File: src/gacd_pkg.sv
package gacd_pkg;

  // Pin function select field values; reset value selects alert mode.
  localparam logic [1:0] PIN_MODE_ALERT    = 2'h2;
  localparam logic [1:0] PIN_MODE_CHARGE   = 2'h1;
  localparam logic [1:0] PIN_MODE_DISABLED = 2'h0;
  localparam logic [1:0] PIN_MODE_RESET    = 2'h2;

  // Charge count limits and reset value.
  localparam logic [15:0] COUNT_FULL  = 16'hFFFF;
  localparam logic [15:0] COUNT_EMPTY = 16'h0000;
  localparam logic [15:0] COUNT_RESET = 16'h7FFF;

  // Prescaler reset factor and the charge step in micro-mAh at the top factor.
  localparam logic [7:0] PRESCALE_RESET = 8'h80;
  localparam int         LSB_MICRO_MAH  = 85;
  localparam int         LSB_DIVISOR    = 128;

  // Least charge-done pulse and the clock.
  localparam int CLOCK_MHZ            = 100;
  localparam int CHARGE_DONE_MIN_NS   = 1000;
  localparam int CHARGE_DONE_MIN_CYC  = (CHARGE_DONE_MIN_NS * CLOCK_MHZ + 999) / 1000;

  // Pin function state.
  typedef enum logic [1:0] {
    GACD_ALERT  = 2'b00,
    GACD_CHARGE = 2'b01,
    GACD_IDLE   = 2'b10
  } gacd_mode_t;

  // Status flags that the counter, the comparators and the battery monitor raise.
  typedef struct packed {
    logic overflow;
    logic alert_high;
    logic alert_low;
    logic vbat_alert;
    logic undervoltage_lockout;
  } gacd_status_t;

endpackage

File: src/gacd_pin.sv
module gacd_pin #(
  parameter int PRESCALE_MAX = 128
) (
  // Clock and reset.
  input  wire logic                  clock,
  input  wire logic                  rst_n,
  // Configuration from the control register.
  input  wire logic [1:0]            pin_mode_sel,
  input  wire logic [7:0]            prescale_m,
  input  wire logic [15:0]           thresh_high,
  input  wire logic [15:0]           thresh_low,
  // Charge events from the integrator and the battery monitor.
  input  wire logic                  charge_up,
  input  wire logic                  charge_down,
  input  wire logic                  vbat_low,
  input  wire logic                  undervoltage_lockout_event,
  // Host status read strobe.
  input  wire logic                  status_read,
  // Shared pin, split into its three signals.
  input  wire logic                  alert_or_charge_done_pin_in,
  output logic                       alert_or_charge_done_pin_out,
  output logic                       alert_or_charge_done_pin_oe,
  // Observed state.
  output logic [15:0]                accumulated_charge_count,
  output gacd_pkg::gacd_status_t     status,
  output logic                       charge_done_seen
);

  // Elaboration-time checks: the prescaler and the pulse counter are eight bits wide.
  if (PRESCALE_MAX < 1 || PRESCALE_MAX > 128)
  begin
    $error("PRESCALE_MAX must lie between 1 and 128.");
  end
  if (gacd_pkg::CHARGE_DONE_MIN_CYC < 1 || gacd_pkg::CHARGE_DONE_MIN_CYC > 255)
  begin
    $error("The charge-done pulse length must fit the eight-bit pulse counter.");
  end

  gacd_pkg::gacd_mode_t mode;
  logic       cd_meta;
  logic       cd_sync;
  logic [7:0] prescale_acc;
  logic       step_up;
  logic       step_down;
  logic       alert_any;
  logic [7:0] pulse_len;

  // Decode the select field; the disabled code leaves the pin idle.
  always_ff @(posedge clock or negedge rst_n)
  begin
    if (!rst_n)
      mode <= gacd_pkg::GACD_ALERT;
    else
    begin
      unique case (pin_mode_sel)
        gacd_pkg::PIN_MODE_ALERT:  mode <= gacd_pkg::GACD_ALERT;
        gacd_pkg::PIN_MODE_CHARGE: mode <= gacd_pkg::GACD_CHARGE;
        default:                   mode <= gacd_pkg::GACD_IDLE;
      endcase
    end
  end

  // Two-flop synchroniser; only the second flop is read by the logic.
  always_ff @(posedge clock or negedge rst_n)
  begin
    if (!rst_n)
    begin
      cd_meta <= 1'b0;
      cd_sync <= 1'b0;
    end
    else
    begin
      cd_meta <= alert_or_charge_done_pin_in;
      cd_sync <= cd_meta;
    end
  end

  // Pulse width counter; a 1 us pulse spans many clocks, so a high sample is never missed.
  // It restarts when the input drops or the mode leaves charge-done, so N means N samples in a row.
  always_ff @(posedge clock or negedge rst_n)
  begin
    if (!rst_n)
      pulse_len <= 8'h00;
    else if (cd_sync && mode == gacd_pkg::GACD_CHARGE)
    begin
      if (pulse_len != 8'hFF)
        pulse_len <= pulse_len + 8'h01;
    end
    else
      pulse_len <= 8'h00;
  end

  // Registered view of a recognised charge-done level, three clocks after the pin.
  always_ff @(posedge clock or negedge rst_n)
  begin
    if (!rst_n)
      charge_done_seen <= 1'b0;
    else
      charge_done_seen <= (mode == gacd_pkg::GACD_CHARGE) && cd_sync;
  end

  // Prescaler: the count steps once per M integrator events in either direction.
  always_ff @(posedge clock or negedge rst_n)
  begin
    if (!rst_n)
    begin
      prescale_acc <= 8'h00;
      step_up      <= 1'b0;
      step_down    <= 1'b0;
    end
    else
    begin
      step_up   <= 1'b0;
      step_down <= 1'b0;
      if (charge_up && !charge_down)
      begin
        if (prescale_acc + 8'h01 >= prescale_m)
        begin
          prescale_acc <= 8'h00;
          step_up      <= 1'b1;
        end
        else
          prescale_acc <= prescale_acc + 8'h01;
      end
      else if (charge_down && !charge_up)
      begin
        if (prescale_acc == 8'h00)
        begin
          prescale_acc <= (prescale_m == 8'h00) ? 8'h00 : prescale_m - 8'h01;
          step_down    <= 1'b1;
        end
        else
          prescale_acc <= prescale_acc - 8'h01;
      end
    end
  end

  // Charge counter with preset while charge-done is high and saturation at limits.
  always_ff @(posedge clock or negedge rst_n)
  begin
    if (!rst_n)
      accumulated_charge_count <= gacd_pkg::COUNT_RESET;
    else if (mode == gacd_pkg::GACD_CHARGE && cd_sync)
      accumulated_charge_count <= gacd_pkg::COUNT_FULL;
    else if (step_up && accumulated_charge_count != gacd_pkg::COUNT_FULL)
      accumulated_charge_count <= accumulated_charge_count + 16'h0001;
    else if (step_down && accumulated_charge_count != gacd_pkg::COUNT_EMPTY)
      accumulated_charge_count <= accumulated_charge_count - 16'h0001;
  end

  // Sticky status flags; a set in the same cycle as a read wins over the clear.
  // The read strobe comes from a receive-clock-only serial slave, far slower than this clock.
  always_ff @(posedge clock or negedge rst_n)
  begin
    if (!rst_n)
      status <= '0;
    else
    begin
      status.overflow <= (step_up && accumulated_charge_count == gacd_pkg::COUNT_FULL)
        || (step_down && accumulated_charge_count == gacd_pkg::COUNT_EMPTY)
        || (status.overflow && !status_read);
      status.alert_high <= (accumulated_charge_count > thresh_high)
        || (status.alert_high && !status_read);
      status.alert_low <= (accumulated_charge_count < thresh_low)
        || (status.alert_low && !status_read);
      status.vbat_alert <= vbat_low || (status.vbat_alert && !status_read);
      status.undervoltage_lockout <= undervoltage_lockout_event
        || (status.undervoltage_lockout && !status_read);
    end
  end

  assign alert_any = status.overflow || status.alert_high || status.alert_low
    || status.vbat_alert;

  // Open-drain drive: only low is ever driven, and only in alert mode.
  always_ff @(posedge clock or negedge rst_n)
  begin
    if (!rst_n)
    begin
      alert_or_charge_done_pin_out <= 1'b0;
      alert_or_charge_done_pin_oe  <= 1'b0;
    end
    else
    begin
      alert_or_charge_done_pin_out <= 1'b0;
      alert_or_charge_done_pin_oe  <= (mode == gacd_pkg::GACD_ALERT) && alert_any;
    end
  end

  // Assertions.
  a_pin_not_driven: assert property (@(posedge clock) disable iff (!rst_n)
    mode != gacd_pkg::GACD_ALERT |=> !alert_or_charge_done_pin_oe)
    else $error("Pin driven outside alert mode.");
  a_preset_full: assert property (@(posedge clock) disable iff (!rst_n)
    (mode == gacd_pkg::GACD_CHARGE && cd_sync) |=> accumulated_charge_count == 16'hFFFF)
    else $error("Count not preset to full scale.");
  a_sync_delay: assert property (@(posedge clock) disable iff (!rst_n)
    $rose(alert_or_charge_done_pin_in) ##1 alert_or_charge_done_pin_in
    |=> $rose(cd_sync) || cd_sync)
    else $error("Charge-done input not synchronised in two cycles.");
  a_count_no_wrap: assert property (@(posedge clock) disable iff (!rst_n)
    $past(accumulated_charge_count) == 16'hFFFF && !cd_sync
    |-> accumulated_charge_count != 16'h0000)
    else $error("Count wrapped from full to empty.");
  a_alert_drive: assert property (@(posedge clock) disable iff (!rst_n)
    (mode == gacd_pkg::GACD_ALERT && alert_any) |=> alert_or_charge_done_pin_oe)
    else $error("Alert not driven low.");
  a_undervoltage_lockout_silent: assert property (@(posedge clock) disable iff (!rst_n)
    (!alert_any) |=> !alert_or_charge_done_pin_oe)
    else $error("Pin pulled low without a qualifying flag.");
  a_count_step: assert property (@(posedge clock) disable iff (!rst_n)
    step_up && !(mode == gacd_pkg::GACD_CHARGE && cd_sync)
      && accumulated_charge_count != 16'hFFFF
    |=> accumulated_charge_count == $past(accumulated_charge_count) + 16'h0001)
    else $error("Count did not step up by one.");
  a_flag_sticky: assert property (@(posedge clock) disable iff (!rst_n)
    status.vbat_alert && !status_read |=> status.vbat_alert)
    else $error("Flag dropped without a read.");
  a_pulse_caught: assert property (@(posedge clock) disable iff (!rst_n)
    pulse_len == 8'(gacd_pkg::CHARGE_DONE_MIN_CYC)
    |-> charge_done_seen && accumulated_charge_count == gacd_pkg::COUNT_FULL)
    else $error("Minimum-width charge-done pulse not recognised.");

endmodule

File: config.mk
export PLATFORM = sky130hd
export DESIGN_NAME = gacd_pin
export DESIGN_NICKNAME = d
export VERILOG_FILES = /design/src/gacd_pkg.sv /design/src/gacd_pin.sv
export SDC_FILE = /design/constraint.sdc
export NUM_CORES = 1
export LEC_CHECK = 0
export BUFFER_PORTS_ARGS = -buffer_cell sky130_fd_sc_hd__buf_2
export CAP_MARGIN = 15
export CORE_MARGIN = 2
export CORE_UTILIZATION = 40
export DETAILED_ROUTE_END_ITERATION = 6
export SETUP_SLACK_MARGIN = 0.1
export SLEW_MARGIN = 10
export SYNTH_ARGS = -nofsm -noshare
export SYNTH_HDL_FRONTEND = slang
export SYNTH_SLANG_ARGS = --single-unit
File: constraint.sdc
create_clock -name clock -period 9.1 [get_ports clock]
set_clock_uncertainty 0.15 [all_clocks]
set_input_delay 0.455 -clock clock [delete_from_list [all_inputs] [get_ports clock]]
set_output_delay 0.455 -clock clock [all_outputs]
set_load 0.05 [all_outputs]
-- After elaboration in Yosys (flattened, before gate mapping)
Index checks and enable logic that the tools add are counted.
- add/sub/neg operators: 5
- magnitude comparators: 3
- equal/unequal tests: 5
- muxes and demuxes: 14
- reduce and logical (&&, ||, !) cells: 32
- operators by type and width (cell ; number):
    two-way mux 16 bit ; 3
    two-way mux 8 bit ; 5
    adder 16 x 1 -> 16 bit (second input constant) ; 1
    == test 16 bit (second input constant) ; 1
    greater-than comparator 16 bit ; 1
    logical NOT 16 bit ; 1
    logical NOT 8 bit ; 2
    < comparator 16 bit ; 1
    inequality test 16 bit (second input constant) ; 1
    nonzero test 16 bit ; 1
    subtractor 16 x 1 -> 16 bit (second input constant) ; 1
    subtractor 8 x 1 -> 8 bit (second input constant) ; 2
    logical AND 1 bit ; 13
    logical OR 1 bit ; 9
    adder 8 x 1 -> 8 bit (second input constant) ; 1
    greater-or-equal comparator 8 bit ; 1
    two-way mux 1 bit ; 5
    == test 2 x 1 -> 1 bit (second input constant) ; 2
    case mux 2 bit (2 select lines) ; 1
    logical NOT 1 bit ; 3
    nonzero test 3 bit ; 1
    == test 2 bit (second input constant) ; 1
    logical NOT 2 bit ; 1
    nonzero test 2 bit ; 1
- register bits: 37
- input port bits: 50
- output and inout bits: 24
- word-level logic and storage cells: 73

-- Logic depth before layout (Yosys ltp)
- depth after elaboration: 5
- mapped depth: 11
- mapped depth without buffers: 11

-- Least setup slack after synthesis
Ideal clock, no wire load.
- path type: register -> register
- from: reg accumulated_charge_count[9]
- to: reg accumulated_charge_count[12]
- setup time: 0.086 ns
- arrival: 3.280 ns
- data required time: 8.864 ns
- path slack: 5.584 ns
- stages on the path, launching flop included: 12
- buffers on the path: 0
- period minus slack after synthesis: 3.516 ns
- cells stage by stage: dfstp_2 nand4_1 nor4_1 nand2b_1 inv_1 fa_1 nand2b_1 a21o_1 a31o_2 o21ai_0 xnor2_1 o21ai_0
- word-level cells in the longest chain between the ends: 4
- elaborated cells on any way between the ends: 10
- those cells by class: 2 x add/sub; 1 x eq/ne; 3 x mux; 4 x reduce/logical
- RTL lines (element ; line ; text):
    from (decl) ; gacd_pin.sv:24 ; output logic [15:0] accumulated_charge_count,
    from (signal assigned) ; gacd_pin.sv:142 ; accumulated_charge_count <= gacd_pkg::COUNT_RESET;
    from (signal assigned) ; gacd_pin.sv:144 ; accumulated_charge_count <= gacd_pkg::COUNT_FULL;
    from (signal assigned) ; gacd_pin.sv:146 ; accumulated_charge_count <= accumulated_charge_count + 16'h0001;
    subtractor 16 x 1 -> 16 bit or inequality test 16 bit (tied branches) ; gacd_pin.sv:148, gacd_pin.sv:145 ;
    two-way mux 16 bit or logical AND 1 bit (tied branches) ; gacd_pin.sv:147, gacd_pin.sv:145 ;
    two-way mux 16 bit ; gacd_pin.sv:145 ; else if (step_up && accumulated_charge_count != gacd_pkg::COUNT_FULL)
    two-way mux 16 bit ; gacd_pin.sv:143 ; else if (mode == gacd_pkg::GACD_CHARGE && cd_sync)
Parallel ways exist; a longest one is shown, timed or not. The select of a mux whose other input is x is not followed.
A chain may end at the register's enable or synchronous reset.

-- Worst setup path in the final report
- from: reg accumulated_charge_count[5]
- to: reg accumulated_charge_count[10]
Same word-level chain as after synthesis.

==> flow_metrics.py <==
metrics = {
    "routing": {
        "drcViolationCount": 0,
        "vias_per_cell": 5.48,
        "drt_iter0_markers": 189,
        "dr.pass1.iters": 4,
        "vias": 3359,
        "wirelength_microns": 9560,
        "drtAntennaViolNets": 0,
        "wl_per_cell_microns": 15.6,
    },
    "layout": {
        "final_nets": 617,
        "area_delta_synth_final_pct": 15.9,
        "drive_gt1_share_pct": 21.0,
        "antenna_cells": 0,
        "final_cell_count_no_fill": 613,
    },
    "setup_path": {
        "arrival_ps": 3990,
        "setup.worst_path.start_class": "flip-flop",
        "setup.worst_path.end_class": "flip-flop",
        "critical_path_required_ps": 9150,
        "cp_max_fo": 20,
        "critPathKind": "reg -> reg",
    },
    "die": {
        "start_util_pct": 41.8,
        "die_h_microns": 99.9,
        "rows": 34,
        "die_w_microns": 99.9,
        "core_region_area_sq_mm": 0.00881,
        "die_area_sq_mm": 0.00998,
        "io_pins": 74,
    },
    "clocking": {
        "cts_tree": "yes",
        "ctsLongestPathBuffers": 2,
        "htreeDepth": 2,
        "cts_setup_buffers": 0,
        "cts.clk_slew.worst_paths_ps": 90,
        "cts_resized": 0,
        "cts_sinks": 37,
        "holdBufCountCts": 0,
        "cts_root_buf": "clkbuf_8",
        "clk_latency_ps": 300,
        "cts_buffers": 5,
    },
    "hold_path": {
        "hold_path_class": "in -> async",
    },
    "logic_synthesis": {
        "synth_flop_cell": "dfrtp_1",
        "syn_area_sq_mm": 0.00368,
        "synth.avg_cell_area_sq_um": 8.48,
        "synth_nets": 547,
        "synth-edff-count": 0,
        "ys_top_cells_by_area": "ha_1, dfrtp_1, dfstp_2, inv_1, xnor2_1",
        "postSynthCellCount": 434,
        "synth_area_leader_cell": "ha_1",
        "synth_top_area_share_pct": 21.1,
        "synthArstFlopShare_pct": 100,
        "ys_warn_count": 0,
        "yosysSeqAreaShare_pct": 25.7,
        "yosysUniqueCellTypes": 60,
        "ys_seq_elements": 37,
    },
    "flow_run": {
        "maxCapViolCount": 0,
    },
    "sta": {
        "setup_viol": 0,
        "max_freq_mhz": 254,
        "slew_violations": 0,
        "worst_pin_slew_ps": 878,
        "hold_viol": 0,
        "grt_setup_unrepaired": "no",
        "final.setup.worst_slack_ps": 5160,
        "finalCritPeriodShare_pct": 43.3,
        "min_period_ps": 3940,
        "hold_slack_ps": 117,
        "tns_ps": 0,
        "relSlewSlack_pct": 41.5,
    },
    "grt": {
        "grt_util_all_layers_pct": 20.0,
        "grt_max_degree": 38,
        "grt_pass1_wl_microns": 16100,
        "grt_overflow_total": 0,
        "antenna_found_initial": 0,
        "grt_pass1_vias": 3331,
    },
    "pwr": {
        "p_per_area_mw_per_mm2": 349,
        "p_total_mw": 1.49,
        "peakVddDrop_mv": 0.124,
        "leakage_nw": 2.12,
    },
    "place": {
        "place.gp.congestion": 0.866,
        "place_hpwl_microns": 7580,
        "portBuffers": 72,
        "place_ws_ps": 5160,
        "dp.cells": 605,
    },
    "outcome": {
        "status": "complete, no violations",
    },
}
where the power goes:
part / switching (mW) / internal [mW] / leakage, nW
sequential: 0.119 / 0.249 / 0.427
combinational: 0.566 / 0.377 / 1.62
clock: 0.0673 / 0.110 / 0.0687
logic make-up (layout without fill, tap and decap cells):
logic type / after synthesis / count (layout) / share of synthesized area (%)
simple gates: 121 / 121 / 17.1
other cells: 1 / 1 / 0.102
xor+xnor: 27 / 27 / 6.43
compound gates: 121 / 121 / 21.8
fa+ha+maj: 63 / 63 / 21.6
buf+inv: 62 / 133 / 6.73
mux: 2 / 2 / 0.544
flops: 37 / 37 / 25.7
synthesized netlist by cell type (2+ instances only):
cell type	number
ha_1	62
inv_1	52
nand2_1	35
a21oi_1	32
dfrtp_1	22
nor2_1	20
o21ai_0	20
xnor2_1	19
a21o_1	16
dfstp_2	15
nand4_1	13
o211ai_1	12
nor3_1	11
nand2b_1	9
nor4_1	9
xor2_1	8
nand3_1	7
a31oi_1	4
clkbuf_1	4
nor2b_1	4
o22ai_1	4
a211o_1	3
a211oi_1	3
buf_2	3
a21boi_0	2
a221o_1	2
a221oi_1	2
a22oi_1	2
and2_1	2
mux2i_1	2
nor3b_1	2
o21a_1	2
o21ai_2	2
o21bai_1	2
or2_2	2
cells in the final DEF, fill, tap and decap left out, drive strengths merged, types with 3 or more instances in the layout:
cell type | synthesis | final
xnor2 | 19 | 19
clkbuf | 4 | 5
dfrtp | 22 | 22
nand2 | 35 | 35
a31oi | 4 | 4
buf | 5 | 72
nor3 | 11 | 11
ha | 62 | 62
nand4 | 13 | 13
a211oi | 3 | 3
o22ai | 4 | 4
nor2b | 4 | 4
nor4 | 10 | 10
dfstp | 15 | 15
inv | 52 | 53
nor2 | 21 | 21
a211o | 3 | 3
nand2b | 9 | 9
xor2 | 8 | 8
o211ai | 12 | 12
o21ai | 23 | 23
nand3 | 7 | 7
a21oi | 32 | 32
a21o | 16 | 16
per-stage QoR:
stage	util [%]	instance area, sq um
detailed placement	46.8	4130
global route	48.4	4260
floorplan	-	3680
finish	48.4	4260
CTS	48.4	4260
global placement	46.8	4130
worst max-delay path, cell delays in order (launching register included):
cell and delay, ps:
dfstp_2 610, nand4_1 120, nor4_1 450, nand2b_1 720, inv_1 250, fa_1 450
nand2b_1 170, a21o_1 180, a31o_2 260, a21boi_0 200, xnor2_1 150, o21ai_0 100
final cells by class:
type	count	area, sq um
inverters	53	199
flip-flops and latches	37	945
repair buffers	72	360
well taps	108	135
fillers	879	4540
multi-input cells	335	2490
clock buffers	5	68.8
clock inverters	3	68.8
final timing paths:
| check | startpoint | end | slack, ps | cells after the start |
|---|---|---|---|---|
| worst max-delay path | accumulated_charge_count[5]$_DFFE_PN1P_ | accumulated_charge_count[10]$_DFFE_PN1P_ | 5160 | 11 |
| min in group clock | alert_or_charge_done_pin_in | cd_meta$_DFF_PN0_ | 120 | 1 |
| worst max register to register | accumulated_charge_count[5]$_DFFE_PN1P_ | accumulated_charge_count[10]$_DFFE_PN1P_ | 5160 | 11 |
| worst min register to register | cd_meta$_DFF_PN0_ | cd_sync$_DFF_PN0_ | 210 | 0 |
| max in group asynchronous | rst_n | status[1]$_DFF_PN0_ | 8130 | 1 |
| worst min-delay path | rst_n | prescale_acc[1]$_DFFE_PN0P_ | 120 | 1 |
registers in the layout (all words and copies together), names as in the netlist, 2 cells and up:
signal                    flops
accumulated_charge_count     16
prescale_acc                  8
status                        5
mode                          2
routing by layer:
| metal | track usage (%) | up-vias | wire length [microns] |
|---|---|---|---|
| met5 | 0 | - | 0 |
| li1 | - | 1702 | - |
| met4 | 3.69 | 0 | 47 |
| met1 | 27.4 | 1571 | 4590 |
| met2 | 33.2 | 82 | 4390 |
| met3 | 4.25 | 4 | 528 |
Note: power is estimated with default switching activity, not from simulation.
